[src/hw/bpm_pkg.sv]
// Purpose: shared constants and carriers for the backup power monitor
// Assumes: comparator and level results arrive as asynchronous digital levels
// Notes:   time stamp is a packed calendar snapshot supplied by the calendar block
package bpm_pkg;

  // ==========================================================================
  // widths and reset values
  localparam int         BPM_STAMP_W     = 40;
  localparam int         BPM_LEVEL_W     = 3;
  localparam logic [2:0] BPM_LEVEL_COUNT = 3'h6;
  localparam logic       BPM_BACKUP_RST  = 1'b0;
  localparam logic       BPM_LOSS_RST    = 1'b1;

  // ==========================================================================
  // supply comparator results
  typedef struct packed {
    logic below_backup;      // main < backup - hysteresis
    logic below_trip;        // main < trip
    logic above_backup;      // main > backup + hysteresis
    logic above_trip;        // main > trip + trip hysteresis
  } bpm_cmp_s;

  // battery level comparators
  typedef struct packed {
    logic below_85;
    logic below_75;
  } bpm_bat_s;

  typedef struct packed {
    logic power_loss_flag;
    logic brownout_flag;
    logic battery_low_first_flag;
    logic battery_low_second_flag;
  } bpm_status_s;

  typedef enum logic [1:0] {
    BPM_NORMAL = 2'b01,
    BPM_BACKUP = 2'b10
  } bpm_mode_e;

endpackage : bpm_pkg

[src/hw/bpm_monitor.sv]
// Purpose: supply switchover, bus gating, time stamps and power status flags
// Assumes: i_clock is the timekeeping clock; analog comparators sit outside
// Notes:   flags are plain outputs; the host clear strobes come from the bus block
`timescale 1ns/100ps
module bpm_monitor
  import bpm_pkg::*;
(
  // clock and reset
  input  wire logic                   i_clock,
  input  wire logic                   i_rst_n,
  // analog results, asynchronous
  input  wire bpm_cmp_s               i_cmp,
  input  wire bpm_bat_s               i_bat,
  input  wire logic [BPM_LEVEL_COUNT-1:0] i_brownout_below,
  // configuration and host strobes, same clock
  input  wire logic [BPM_LEVEL_W-1:0] i_brownout_sel,
  input  wire logic                   i_temp_sense_enable,
  input  wire logic                   i_backup_temp_sense_enable,
  input  wire logic                   i_stamp_clear,
  input  wire logic                   i_power_loss_clear,
  input  wire logic                   i_pin_backup_disable,
  input  wire logic [BPM_STAMP_W-1:0] i_time_now,
  // status and control outputs
  output logic                        o_backup_mode,
  output logic                        o_bus_enable,
  output logic                        o_comp_enable,
  output logic                        o_pin_enable,
  output logic [BPM_STAMP_W-1:0]      o_powerdown_stamp,
  output logic [BPM_STAMP_W-1:0]      o_powerup_stamp,
  output bpm_status_s                 o_status
);

  // ==========================================================================
  // reset release
  logic [1:0] rst_sync_r;
  logic       rst_n;
  always_ff @(posedge i_clock or negedge i_rst_n) begin
    if (!i_rst_n) rst_sync_r <= 2'b00;
    else          rst_sync_r <= {rst_sync_r[0], 1'b1};
  end
  assign rst_n = rst_sync_r[1];

  // ==========================================================================
  // input synchronisers
  localparam int SW = 4 + 2 + BPM_LEVEL_COUNT;
  logic [SW-1:0] in_s1_r, in_s2_r;
  always_ff @(posedge i_clock or negedge rst_n) begin
    if (!rst_n) begin
      in_s1_r <= '0;
      in_s2_r <= '0;
    end else begin
      in_s1_r <= {i_cmp, i_bat, i_brownout_below};
      in_s2_r <= in_s1_r;
    end
  end
  bpm_cmp_s                   cmp;
  bpm_bat_s                   bat;
  logic [BPM_LEVEL_COUNT-1:0] bo_below;
  assign {cmp, bat, bo_below} = in_s2_r;

  // ==========================================================================
  // next-state logic
  bpm_mode_e             mode_r, mode_nxt;
  logic                  bus_en_r, bus_en_nxt;
  logic                  comp_en_r, comp_en_nxt;
  logic                  pin_en_r, pin_en_nxt;
  logic [BPM_STAMP_W-1:0] pd_r, pd_nxt, pu_r, pu_nxt;
  logic                  pd_valid_r, pd_valid_nxt;
  bpm_status_s           st_r, st_nxt;
  logic                  meas_r, meas_nxt;
  logic                  enter, leave, bo_hit;

  always_comb begin
    enter        = (mode_r == BPM_NORMAL) && cmp.below_backup && cmp.below_trip;
    leave        = (mode_r == BPM_BACKUP) && (cmp.above_backup || cmp.above_trip);
    bo_hit       = (i_brownout_sel < BPM_LEVEL_COUNT) ? bo_below[i_brownout_sel] : 1'b0;
    mode_nxt     = mode_r;
    pd_nxt       = pd_r;
    pu_nxt       = pu_r;
    pd_valid_nxt = pd_valid_r;
    st_nxt       = st_r;
    meas_nxt     = meas_r;
    if (enter) mode_nxt = BPM_BACKUP;
    else if (leave) mode_nxt = BPM_NORMAL;
    // clear first so a same-cycle capture wins
    if (i_stamp_clear) begin
      pd_nxt       = '0;
      pu_nxt       = '0;
      pd_valid_nxt = 1'b0;
    end
    if (enter && !pd_valid_r) begin
      pd_nxt       = i_time_now;
      pd_valid_nxt = 1'b1;
    end
    if (leave) pu_nxt = i_time_now;
    if (i_power_loss_clear) st_nxt.power_loss_flag = 1'b0;
    st_nxt.brownout_flag = bo_hit;
    // battery monitor only measures in normal mode on request
    if (mode_nxt == BPM_BACKUP) meas_nxt = 1'b0;
    else if (i_temp_sense_enable) meas_nxt = 1'b1;
    if (meas_r && mode_r == BPM_NORMAL) begin
      st_nxt.battery_low_first_flag  = bat.below_85 | bat.below_75;
      st_nxt.battery_low_second_flag = bat.below_75;
    end
    bus_en_nxt  = (mode_nxt == BPM_NORMAL);
    comp_en_nxt = (mode_nxt == BPM_NORMAL) || i_backup_temp_sense_enable;
    pin_en_nxt  = (mode_nxt == BPM_NORMAL) || !i_pin_backup_disable;
  end

  // ==========================================================================
  // registers; power loss flag comes up set since a reset is a cold start
  always_ff @(posedge i_clock or negedge rst_n) begin
    if (!rst_n) begin
      mode_r     <= BPM_NORMAL;
      bus_en_r   <= 1'b0;
      comp_en_r  <= 1'b0;
      pin_en_r   <= 1'b0;
      pd_r       <= '0;
      pu_r       <= '0;
      pd_valid_r <= 1'b0;
      st_r       <= '{power_loss_flag: BPM_LOSS_RST, default: 1'b0};
      meas_r     <= 1'b0;
    end else begin
      mode_r     <= mode_nxt;
      bus_en_r   <= bus_en_nxt;
      comp_en_r  <= comp_en_nxt;
      pin_en_r   <= pin_en_nxt;
      pd_r       <= pd_nxt;
      pu_r       <= pu_nxt;
      pd_valid_r <= pd_valid_nxt;
      st_r       <= st_nxt;
      meas_r     <= meas_nxt;
    end
  end

  always_ff @(posedge i_clock or negedge rst_n) begin
    if (!rst_n) o_backup_mode <= BPM_BACKUP_RST;
    else        o_backup_mode <= (mode_nxt == BPM_BACKUP);
  end
  assign o_bus_enable      = bus_en_r;
  assign o_comp_enable     = comp_en_r;
  assign o_pin_enable      = pin_en_r;
  assign o_powerdown_stamp = pd_r;
  assign o_powerup_stamp   = pu_r;
  assign o_status          = st_r;
endmodule : bpm_monitor

[config.mk]
export PLATFORM = sky130hd
export DESIGN_NAME = bpm_monitor
export DESIGN_NICKNAME = d
export VERILOG_FILES = /design/src/hw/bpm_pkg.sv /design/src/hw/bpm_monitor.sv
export SDC_FILE = /design/constraint.sdc
export NUM_CORES = 1
export LEC_CHECK = 0
export BUFFER_PORTS_ARGS = -buffer_cell sky130_fd_sc_hd__buf_2
export CORE_MARGIN = 4
export CORE_UTILIZATION = 45
export CTS_BUF_LIST = sky130_fd_sc_hd__clkbuf_4 sky130_fd_sc_hd__clkbuf_8 sky130_fd_sc_hd__clkbuf_16
export DETAILED_ROUTE_END_ITERATION = 10
export PLACE_DENSITY = 0.73
export SLEW_MARGIN = 20
export SYNTH_ARGS = -nofsm -noshare
export SYNTH_HDL_FRONTEND = slang
export SYNTH_SLANG_ARGS = --single-unit
[constraint.sdc]
create_clock -name i_clock -period 4.7 [get_ports i_clock]
set_clock_uncertainty 0.2 [all_clocks]
set_input_delay 0.235 -clock i_clock [delete_from_list [all_inputs] [get_ports i_clock]]
set_output_delay 0.235 -clock i_clock [all_outputs]
set_load 0.01 [all_outputs]
==> impl_metrics.prom, run 1 <==
# TYPE chip_impl_metric gauge
chip_impl_info{name="outcome",value="finished clean"} 1
chip_impl_metric{name="number_of_antenna_violations_at_the_first_check_in_global_routing",unit=""} 0
chip_impl_metric{name="design.portCount",unit=""} 150
chip_impl_metric{name="maximum_number_of_pins_on_one_net_before_global_route_repair",unit=""} 78
chip_impl_metric{name="synthesized_area_per_cell",unit="um2"} 15.1
chip_impl_metric{name="number_of_post_cts_setup_repair_buffers",unit=""} 0
chip_impl_metric{name="die_height",unit="um"} 112
chip_impl_metric{name="syn_area",unit="um2"} 4890
chip_impl_metric{name="synth_sequential_area_ratio",unit="%"} 60.5
chip_impl_metric{name="cts-buffers-inserted",unit=""} 17
chip_impl_info{name="synth.top_cells.by_area",value="dfrtp_1 (59%), mux2_4 (12%), nor2b_1 (9.9%)"} 1
chip_impl_info{name="clock_tree_from_tritoncts",value="done"} 1
chip_impl_metric{name="drt_pass1_iterations",unit=""} 4
chip_impl_metric{name="route.final.wire_length",unit="um"} 11000
chip_impl_metric{name="grt_overflow",unit=""} 0
chip_impl_info{name="hold_path.class",value="flip-flop to asynchronous set/reset pin"} 1
chip_impl_info{name="setup_crit_end_kind",value="flip-flop"} 1
chip_impl_info{name="crit_path_start_kind",value="flip-flop"} 1
chip_impl_metric{name="overall_die_area",unit="um2"} 12600
chip_impl_metric{name="timing.final.hold_violations",unit=""} 0
chip_impl_metric{name="ant_nets",unit=""} 0
chip_impl_metric{name="drv_cap",unit=""} 0
chip_impl_metric{name="total_leakage_power",unit="nW"} 3.62
chip_impl_metric{name="clk-insertion-delay-late",unit="ps"} 500
chip_impl_metric{name="ir_drop",unit="mV"} 0.197
chip_impl_info{name="post_synthesis_cell_type_with_the_largest_combined_area",value="dfrtp_1"} 1
chip_impl_metric{name="finalSetupViolations",unit=""} 0
chip_impl_metric{name="timing.critical_path.arrival",unit="ps"} 2490
chip_impl_metric{name="dr_total_vias",unit=""} 3241
chip_impl_metric{name="syn-num-nets",unit=""} 385
chip_impl_metric{name="routabilityCongestion",unit=""} 0.782
chip_impl_metric{name="drc_errors",unit=""} 0
chip_impl_metric{name="post_route_cells_drive_above_1_share",unit="%"} 50.0
chip_impl_metric{name="number_of_antenna_cells_inserted",unit=""} 0
chip_impl_info{name="grt_setup_unrepaired",value="no"} 1
chip_impl_metric{name="yosys.cell_types.count",unit=""} 25
chip_impl_metric{name="post_drt_via_cell_ratio",unit=""} 4.72
chip_impl_metric{name="worst_setup_hold_path_clk_slew",unit="ps"} 60
chip_impl_metric{name="drtIter0Drc",unit=""} 138
chip_impl_metric{name="final_max_slew_viol_count",unit=""} 0
chip_impl_metric{name="cp_data_required_time",unit="ps"} 4880
chip_impl_metric{name="initial_core_util",unit="%"} 46.7
chip_impl_metric{name="io_buffer_count",unit=""} 149
chip_impl_metric{name="die_w",unit="um"} 112
chip_impl_metric{name="fmaxAchievable",unit="MHz"} 432
chip_impl_metric{name="min_period",unit="ps"} 2310
chip_impl_metric{name="synth.ff_latch_count",unit=""} 118
chip_impl_metric{name="slew_headroom",unit="%"} 33.5
chip_impl_metric{name="drt-wirelength-per-cell",unit="um"} 16.0
chip_impl_metric{name="setup-tns-final",unit="ps"} 0
chip_impl_metric{name="timing.reg2reg.setup_slack",unit="ps"} 2390
chip_impl_info{name="root_buffer_master",value="clkbuf_8"} 1
chip_impl_metric{name="clock-sinks",unit=""} 118
chip_impl_metric{name="grt.total_usage",unit="%"} 18.1
chip_impl_info{name="timing.setup.critical_path_class",value="flip-flop to flip-flop"} 1
chip_impl_metric{name="syn_inst",unit=""} 323
chip_impl_metric{name="core",unit="um2"} 10500
chip_impl_metric{name="fin_crit_sh",unit="%"} 49.2
chip_impl_metric{name="grt_pass1_vias",unit=""} 3646
chip_impl_metric{name="grt_first_pass_wirelength",unit="um"} 18200
chip_impl_metric{name="timing_worst_slew_pin_value",unit="ps"} 997
chip_impl_metric{name="floorplan.rows",unit=""} 37
chip_impl_metric{name="critPathMaxFanout",unit=""} 40
chip_impl_metric{name="post-synth-top-area-fraction",unit="%"} 59.4
chip_impl_metric{name="area_growth",unit="%"} 41.2
chip_impl_metric{name="nets",unit=""} 599
chip_impl_metric{name="clk_path_buf_depth",unit=""} 2
chip_impl_metric{name="final_critical_path_setup_slack",unit="ps"} 2390
chip_impl_metric{name="yosys_warnings",unit=""} 0
chip_impl_metric{name="postLayoutCoreUtil",unit="%"} 66.0
chip_impl_metric{name="detailed_place_hpwl",unit="um"} 6740
chip_impl_metric{name="ctsHtreeMaxLevel",unit=""} 4
chip_impl_metric{name="placement.setup.worst_slack",unit="ps"} 2380
chip_impl_metric{name="count_of_placed_standard_cells_in_the_final_layout_fillers_left_out",unit=""} 686
chip_impl_metric{name="placed_cells",unit=""} 593
chip_impl_metric{name="power_density_cells",unit="nW/um2"} 352
[synth_stat cells]
library cell  instances
dfrtp_1             116
nor2b_1              77
mux2_2               42
mux2_4               40
clkbuf_1              8
buf_4                 6
and2b_1               4
buf_12                4
nor2_1                4
o21ai_0               3
dfstp_2               2
mux2i_1               2
nand2_1               2
nand3b_1              2
a21oi_1               1
conb_1                1
inv_1                 1
mux4_2                1
nand4b_4              1
nor2_4                1
nor2_8                1
o21a_1                1
o21ai_1               1
o41ai_1               1
or3b_2                1
[per-stage QoR]
| step | cell area [um2] | power, mW | hold slack, ps |
|---|---|---|---|
| after floorplan | 4890 | 1.08 | -261 |
| after global placement | 5680 | 1.12 | -180 |
| after detailed placement | 5680 | 1.12 | -175 |
| after CTS | 6870 | 2.45 | 143 |
| after global routing | 6900 | 2.52 | 62.1 |
| final | 6900 | 2.43 | 27.6 |
[state kept, by name (all words and copies together) (netlist names), 2 cells and up]
register	cells
o_powerdown_stamp	40
mode_r	2
o_status	4
in_s2_r	12
in_s1_r	12
o_powerup_stamp	40
rst_sync_r	2
[cell type report]
class                           count  area (um2)
Fill cell                         762        3560
Sequential cell                   118        2960
Multi-Input combinational cell    186        1770
Timing Repair Buffer              213        1400
Clock buffer                       17         414
Clock inverter                     15         183
Tap cell                          136         170
Inverter                            1        3.75
[placed cells by master (no fill, tap or decap), drive strengths merged, types with 2 or more instances in the layout]
master         n
and2b          4
buf          153
bufinv         3
clkbuf        17
clkinv         8
clkinvlp       4
dfrtp        116
dfstp          2
dlygate4sd3   60
mux2          82
mux2i          2
nand2          2
nand3b         2
nor2           6
nor2b         77
o21ai          4
[power breakdown]
part / switching, mW / internal (mW) / leakage, nW
combinational: 0.0497 / 0.0604 / 1.77
sequential: 0.00819 / 1.03 / 1.57
clock: 0.469 / 0.809 / 0.280
total: 0.527 / 1.90 / 3.62
[cell families after synthesis]
kind of cell | Yosys count | share of synthesized area (%)
compound gates | 7 | 0.844
buf+inv | 19 | 3.25
flops | 118 | 60.5
mux | 85 | 22.8
other cells | 1 | 0.0767
simple gates | 93 | 12.5
[per-layer routing]
metal / global-route usage (%) / wire (um) / share of wire (%) / vias up
li1: - / - / - / 1504
met1: 23.0 / 4670 / 42 / 1608
met2: 29.4 / 5450 / 50 / 114
met3: 5.61 / 731 / 6.6 / 15
met4: 6.65 / 147 / 1.3 / 0
met5: 0 / 0 / 0 / -
[path summary, 6_finish.rpt]
path                                     from               endpoint  cells past startpoint
worst max-delay path                mode_r[0]  o_powerdown_stamp[18]                      3
worst min-delay path            rst_sync_r[1]          o_backup_mode                      0
worst max register to register      mode_r[0]  o_powerdown_stamp[18]                      3
worst min register to register  rst_sync_r[1]          o_backup_mode                      0
max in group asynchronous       rst_sync_r[1]    o_powerup_stamp[31]                      2
min in group i_clock               in_s1_r[3]             in_s2_r[3]                      0
[worst max-delay path: stages (launching register included)]
cell	delay [ps]
dfstp_2	630
nand4b_4	190
nor2_8	790
mux2_4	360
[repair_timing]
item | CTS | global route
gates resized for setup | 0 | 0
hold endpoints to repair | 99 | 0
hold buffers | 60 | 0
(Power assumes the default switching activity.)
==> inputs of run 2 (changes only) <==
--- a/config.mk
+++ b/config.mk
@@ -10,7 +10,7 @@
 export CORE_UTILIZATION = 45
 export CTS_BUF_LIST = sky130_fd_sc_hd__clkbuf_4 sky130_fd_sc_hd__clkbuf_8 sky130_fd_sc_hd__clkbuf_16
 export DETAILED_ROUTE_END_ITERATION = 10
-export PLACE_DENSITY = 0.73
+export PLACE_DENSITY = 0.76
 export SLEW_MARGIN = 20
 export SYNTH_ARGS = -nofsm -noshare
 export SYNTH_HDL_FRONTEND = slang
==> constraint.sdc (replaced) <==
create_clock -name i_clock -period 1.85 [get_ports i_clock]
set_clock_uncertainty 0.2 [all_clocks]
set_input_delay 0.0925 -clock i_clock [delete_from_list [all_inputs] [get_ports i_clock]]
set_output_delay 0.0925 -clock i_clock [all_outputs]
set_load 0.01 [all_outputs]
==> impl_metrics.prom, run 2 (synthesized netlist as in run 1, its figures left out) <==
# TYPE chip_impl_metric gauge
chip_impl_metric{name="cts-buffers-inserted",unit=""} 17
chip_impl_metric{name="fmaxAchievable",unit="MHz"} 563
chip_impl_metric{name="cp_data_required_time",unit="ps"} 2040
chip_impl_metric{name="dr_total_vias",unit=""} 3342
chip_impl_metric{name="post_route_cells_drive_above_1_share",unit="%"} 49.3
chip_impl_metric{name="critPathMaxFanout",unit=""} 25
chip_impl_metric{name="placed_cells",unit=""} 599
chip_impl_metric{name="ctsHtreeMaxLevel",unit=""} 4
chip_impl_info{name="highest_count_cells_in_the_layout_ignoring_fill_and_taps",value="buf_2 (149), dfrtp_1 (115), nor2b_1 (77)"} 1
chip_impl_info{name="clock_tree_from_tritoncts",value="done"} 1
chip_impl_metric{name="totalPowerFinal",unit="mW"} 6.10
chip_impl_metric{name="die_w",unit="um"} 112
chip_impl_metric{name="final_max_slew_viol_count",unit=""} 0
chip_impl_metric{name="overall_die_area",unit="um2"} 12600
chip_impl_metric{name="detailed_place_hpwl",unit="um"} 6820
chip_impl_metric{name="fin_crit_sh",unit="%"} 96.1
chip_impl_metric{name="drtIter0Drc",unit=""} 133
chip_impl_metric{name="initial_core_util",unit="%"} 46.7
chip_impl_metric{name="power_density_cells",unit="nW/um2"} 860
chip_impl_info{name="final_common_cell",value="buf_2"} 1
chip_impl_metric{name="drc_errors",unit=""} 0
chip_impl_metric{name="timing.final.hold_violations",unit=""} 0
chip_impl_metric{name="clk_path_buf_depth",unit=""} 2
chip_impl_info{name="critical_path.reg2reg.startpoint",value="mode_r[0]"} 1
chip_impl_metric{name="post_drt_via_cell_ratio",unit=""} 4.76
chip_impl_info{name="worstReg2RegEnd",value="o_powerdown_stamp[19]"} 1
chip_impl_info{name="critPathCapture",value="o_powerdown_stamp[19]"} 1
chip_impl_metric{name="post_dp_cell_area",unit="um2"} 5800
chip_impl_metric{name="ir_drop",unit="mV"} 0.480
chip_impl_metric{name="clock-sinks",unit=""} 118
chip_impl_metric{name="grt_first_pass_wirelength",unit="um"} 18600
chip_impl_info{name="timing.setup.critical_path_class",value="flip-flop to flip-flop"} 1
chip_impl_metric{name="total_leakage_power",unit="nW"} 3.69
chip_impl_metric{name="core",unit="um2"} 10500
chip_impl_metric{name="drt-wirelength-per-cell",unit="um"} 15.9
chip_impl_metric{name="timing.critical_path.arrival",unit="ps"} 1970
chip_impl_metric{name="area_growth",unit="%"} 45.2
chip_impl_metric{name="timing.reg2reg.setup_slack",unit="ps"} 70
chip_impl_metric{name="number_of_antenna_violations_at_the_first_check_in_global_routing",unit=""} 0
chip_impl_info{name="crit_path_start_kind",value="flip-flop"} 1
chip_impl_info{name="outcome",value="finished clean"} 1
chip_impl_metric{name="ant_nets",unit=""} 0
chip_impl_metric{name="die_height",unit="um"} 112
chip_impl_metric{name="post_route_cell_area",unit="um2"} 7100
chip_impl_metric{name="min_period",unit="ps"} 1780
chip_impl_metric{name="maximum_number_of_pins_on_one_net_before_global_route_repair",unit=""} 82
chip_impl_metric{name="grt_pass1_vias",unit=""} 3721
chip_impl_info{name="grt_setup_unrepaired",value="no"} 1
chip_impl_metric{name="floorplan.rows",unit=""} 37
chip_impl_info{name="root_buffer_master",value="clkbuf_8"} 1
chip_impl_metric{name="number_of_antenna_cells_inserted",unit=""} 0
chip_impl_metric{name="drv_cap",unit=""} 0
chip_impl_metric{name="nets",unit=""} 616
chip_impl_metric{name="r2r_cells",unit=""} 4
chip_impl_metric{name="design.portCount",unit=""} 150
chip_impl_info{name="setup_crit_end_kind",value="flip-flop"} 1
chip_impl_info{name="startpoint",value="mode_r[0]"} 1
chip_impl_metric{name="route.final.wire_length",unit="um"} 11100
chip_impl_metric{name="clk-insertion-delay-late",unit="ps"} 510
chip_impl_metric{name="grt_overflow",unit=""} 0
chip_impl_metric{name="grt.total_usage",unit="%"} 18.6
chip_impl_metric{name="io_buffer_count",unit=""} 149
chip_impl_metric{name="finalSetupViolations",unit=""} 0
chip_impl_metric{name="count_of_placed_standard_cells_in_the_final_layout_fillers_left_out",unit=""} 702
chip_impl_metric{name="setup-tns-final",unit="ps"} 0
chip_impl_metric{name="hold_ws",unit="ps"} 32.8
chip_impl_metric{name="routabilityCongestion",unit=""} 0.792
chip_impl_metric{name="worst_setup_hold_path_clk_slew",unit="ps"} 60
chip_impl_metric{name="drt_pass1_iterations",unit=""} 4
chip_impl_info{name="hold_path.class",value="primary input to flip-flop"} 1
-- run 2: cell types whose count changed in the layout (fill, tap and decap cells not counted) --
| cell | change |
|---|---|
| bufinv_16 | -1 |
| clkinv_4 | -5 |
| buf_16 | -1 |
| dlygate4sd3_1 | +12 |
| buf_12 | +6 |
| clkinvlp_4 | +3 |
| clkbuf_8 | +3 |
| clkinv_2 | -1 |
-- run 2: per-stage QoR --
step | worst slack [ps] | util [%]
after detailed placement | 84.3 | 55.4
after global routing | 19.2 | 67.8
after global placement | 115 | 55.4
after floorplan | 85.7 | -
final | 72.2 | 67.8
after CTS | 74.8 | 67.8
-- run 2: timing repair --
action	4_1_cts	5_1_grt
endpoints found under the hold margin	103	0
hold buffers	72	0
resized for setup	0	0
buffers inserted	0	0
-- run 2: area by class of cell --
type	count	area (um2)
clock buffers	20	455
fillers	735	3360
clock inverters	11	126
repair buffers	230	1610
flip-flops and latches	118	2960
inverters	1	3.75
multi-input cells	186	1770
well taps	136	170
-- run 2: worst min-delay path by stage --
stage                                    from  cells past startpoint       endpoint
after floorplan                       i_rst_n                      0  rst_sync_r[0]
after global placement                i_rst_n                      1  rst_sync_r[0]
after detailed placement              i_rst_n                      1  rst_sync_r[0]
after CTS                 i_brownout_below[4]                      2     in_s1_r[4]
after global routing      i_brownout_below[5]                      2     in_s1_r[5]
final                      i_power_loss_clear                      3    o_status[3]
-- run 2: routing by layer --
metal | wire, um | GRT usage (%) | vias up
met5 | 0 | 0 | -
met4 | 298 | 8.01 | 0
met3 | 706 | 6.09 | 29
met2 | 5440 | 30.1 | 117
met1 | 4700 | 23.0 | 1661
li1 | - | - | 1535
-- run 2: worst max-delay path, stage by stage, from the launching register on --
cell and delay [ps]:
dfstp_2 560, nand4b_4 170, nor2_8 150, buf_12 220, mux2_4 330
-- run 2: where the power goes --
part / leakage (nW) / switching, mW / internal (mW) / total (mW)
clock: 0.263 / 1.15 / 2.01 / 3.16
combinational: 1.86 / 0.138 / 0.172 / 0.309
sequential: 1.57 / 0.0133 / 2.62 / 2.63
total: 3.69 / 1.30 / 4.80 / 6.10
==> inputs of run 3 (changes only) <==
--- a/config.mk
+++ b/config.mk
@@ -9,7 +9,9 @@
 export CORE_MARGIN = 4
 export CORE_UTILIZATION = 45
 export CTS_BUF_LIST = sky130_fd_sc_hd__clkbuf_4 sky130_fd_sc_hd__clkbuf_8 sky130_fd_sc_hd__clkbuf_16
+export CTS_CLUSTER_SIZE = 25
 export DETAILED_ROUTE_END_ITERATION = 10
+export HOLD_SLACK_MARGIN = 0.15
 export PLACE_DENSITY = 0.76
 export SLEW_MARGIN = 20
 export SYNTH_ARGS = -nofsm -noshare
==> impl_metrics.prom, run 3 (synthesized netlist as in run 1, its figures left out) <==
# TYPE chip_impl_metric gauge
chip_impl_metric{name="setup-tns-final",unit="ps"} 0
chip_impl_metric{name="number_of_post_cts_setup_repair_buffers",unit=""} 0
chip_impl_info{name="critPathTopFamily",value="flip-flops"} 1
chip_impl_info{name="final_common_cell",value="buf_2"} 1
chip_impl_metric{name="drc_errors",unit=""} 0
chip_impl_metric{name="floorplan.rows",unit=""} 37
chip_impl_metric{name="ctsResizeCount",unit=""} 0
chip_impl_metric{name="p_seq_share",unit="%"} 42.5
chip_impl_metric{name="p_int",unit="mW"} 4.85
chip_impl_metric{name="min_period",unit="ps"} 1780
chip_impl_metric{name="fin_crit_sh",unit="%"} 96.1
chip_impl_info{name="clock_tree_from_tritoncts",value="done"} 1
chip_impl_metric{name="die_w",unit="um"} 112
chip_impl_metric{name="overall_die_area",unit="um2"} 12600
chip_impl_metric{name="initial_core_util",unit="%"} 46.7
chip_impl_metric{name="power_density_cells",unit="nW/um2"} 830
chip_impl_metric{name="finalSetupViolations",unit=""} 0
chip_impl_metric{name="critPathMaxStageDelay",unit="ps"} 560
chip_impl_metric{name="drt-wirelength-per-cell",unit="um"} 16.2
chip_impl_metric{name="drv_cap",unit=""} 0
chip_impl_metric{name="worst_setup_hold_path_clk_slew",unit="ps"} 60
chip_impl_metric{name="ctsHtreeMaxLevel",unit=""} 4
chip_impl_info{name="hold_path.class",value="flip-flop to flip-flop"} 1
chip_impl_info{name="grt_setup_unrepaired",value="no"} 1
chip_impl_metric{name="design.portCount",unit=""} 150
chip_impl_metric{name="ir_drop",unit="mV"} 0.483
chip_impl_metric{name="number_of_antenna_violations_at_the_first_check_in_global_routing",unit=""} 0
chip_impl_info{name="crit_path_start_kind",value="flip-flop"} 1
chip_impl_info{name="root_buffer_master",value="clkbuf_8"} 1
chip_impl_metric{name="io_buffer_count",unit=""} 149
chip_impl_metric{name="dr_total_vias",unit=""} 3474
chip_impl_metric{name="final_max_slew_viol_count",unit=""} 0
chip_impl_metric{name="cts-buffers-inserted",unit=""} 17
chip_impl_metric{name="routabilityCongestion",unit=""} 0.792
chip_impl_metric{name="drt_pass1_iterations",unit=""} 4
chip_impl_metric{name="timing_worst_slew_pin_value",unit="ps"} 492
chip_impl_metric{name="post_drt_via_cell_ratio",unit=""} 4.71
chip_impl_metric{name="final.fill_count",unit=""} 682
chip_impl_metric{name="detailed_place_hpwl",unit="um"} 6820
chip_impl_metric{name="grt_first_pass_wirelength",unit="um"} 19800
chip_impl_metric{name="clk_path_buf_depth",unit=""} 2
chip_impl_metric{name="post_route_cells_drive_above_1_share",unit="%"} 46.4
chip_impl_metric{name="clock_network_power_share",unit="%"} 51.4
chip_impl_info{name="highest_count_cells_in_the_layout_ignoring_fill_and_taps",value="buf_2 (149), dfrtp_1 (115), dlygate4sd3_1 (107)"} 1
chip_impl_metric{name="grt_overflow",unit=""} 0
chip_impl_metric{name="postLayoutCoreUtil",unit="%"} 71.2
chip_impl_metric{name="worstPathBufferInverterCount",unit=""} 1
chip_impl_metric{name="fmaxAchievable",unit="MHz"} 562
chip_impl_metric{name="grt.total_usage",unit="%"} 19.8
chip_impl_metric{name="drtIter0Drc",unit=""} 174
chip_impl_metric{name="grt_pass1_vias",unit=""} 3907
chip_impl_info{name="setup_crit_end_kind",value="flip-flop"} 1
chip_impl_metric{name="clk-insertion-delay-late",unit="ps"} 510
chip_impl_metric{name="timing.final.hold_violations",unit=""} 0
chip_impl_metric{name="route.final.wire_length",unit="um"} 11900
chip_impl_metric{name="critPathMaxFanout",unit=""} 25
chip_impl_metric{name="power.net_switching",unit="mW"} 1.33
chip_impl_metric{name="core",unit="um2"} 10500
chip_impl_metric{name="cp_data_required_time",unit="ps"} 2040
chip_impl_metric{name="timing.critical_path.arrival",unit="ps"} 1970
chip_impl_metric{name="maximum_number_of_pins_on_one_net_before_global_route_repair",unit=""} 82
chip_impl_metric{name="ant_nets",unit=""} 0
chip_impl_info{name="cp_slowest_cell",value="dfstp_2"} 1
chip_impl_info{name="crit_path_cell_trace",value="nand4b_4, nor2_8, buf_12, mux2_4"} 1
chip_impl_metric{name="number_of_antenna_cells_inserted",unit=""} 0
chip_impl_metric{name="power_frac_comb",unit="%"} 6.0
chip_impl_metric{name="clock-sinks",unit=""} 118
chip_impl_metric{name="switching_share",unit="%"} 21.6
chip_impl_metric{name="die_height",unit="um"} 112
chip_impl_info{name="timing.setup.critical_path_class",value="flip-flop to flip-flop"} 1
chip_impl_metric{name="nets",unit=""} 651
chip_impl_info{name="outcome",value="finished clean"} 1
chip_impl_metric{name="area_growth",unit="%"} 52.4
chip_impl_metric{name="slew_headroom",unit="%"} 66.7
chip_impl_metric{name="total_leakage_power",unit="nW"} 3.84
[run 3: cell types whose count changed in the layout (fill, tap and decap cells not counted)]
cell	before	now
dlygate4sd3_1	72	107
[run 3: area by class of cell]
type,count,area [um2],area share [%]
Tap cell,136,170,2.28
Inverter,1,3.75,0.0504
Clock buffer,20,455,6.11
Clock inverter,11,126,1.70
Sequential cell,118,2960,39.7
Timing Repair Buffer,265,1960,26.3
Multi-Input combinational cell,186,1770,23.8
[run 3: final timing paths]
| check | from | end | slack [ps] | cells past startpoint |
|---|---|---|---|---|
| setup / recovery | mode_r[0] | o_powerdown_stamp[19] | 70 | 4 |
| setup reg to reg | mode_r[0] | o_powerdown_stamp[19] | 70 | 4 |
| hold / removal | in_s1_r[10] | in_s2_r[10] | 150 | 0 |
| min in group asynchronous | rst_sync_r[1] | in_s1_r[4] | 170 | 1 |
| max in group asynchronous | rst_sync_r[1] | o_status[3] | 440 | 2 |
| hold reg to reg | in_s1_r[10] | in_s2_r[10] | 150 | 0 |
[run 3: power by group through the flow]
stage | Clock [mW] | Combinational (mW) | Sequential [mW]
finish | 3.18 | 0.373 | 2.63
global route | 3.38 | 0.409 | 2.63
CTS | 3.24 | 0.364 | 2.63
detailed placement | 0 | 0.191 | 2.68
global placement | 0 | 0.186 | 2.67
floorplan | 0 | 0.0382 | 2.71
[run 3: through the flow]
| step | instances | area, um2 | hold WS (ps) | total power [mW] | worst slack (ps) |
|---|---|---|---|---|---|
| floorplan | 323 | 4890 | -403 | 2.75 | 85.7 |
| global placement | 599 | 5800 | -322 | 2.86 | 115 |
| detailed placement | 599 | 5800 | -321 | 2.87 | 84.3 |
| CTS | 736 | 7440 | 150 | 6.23 | 74.8 |
| global route | 737 | 7450 | 151 | 6.42 | 23.3 |
| finish | 737 | 7450 | 149 | 6.18 | 71.5 |
[run 3: repair_timing]
action	in CTS	in global routing
hold endpoints to repair	106	1
endpoints found under the setup margin	0	0
hold buffers	106	1
[run 3: metal layers]
layer,track usage (%),wire [um],up-vias
met1,24.0,4940,1706
met5,0,0,-
met4,9.21,396,0
met3,6.15,758,37
met2,32.4,5840,128
li1,-,-,1603
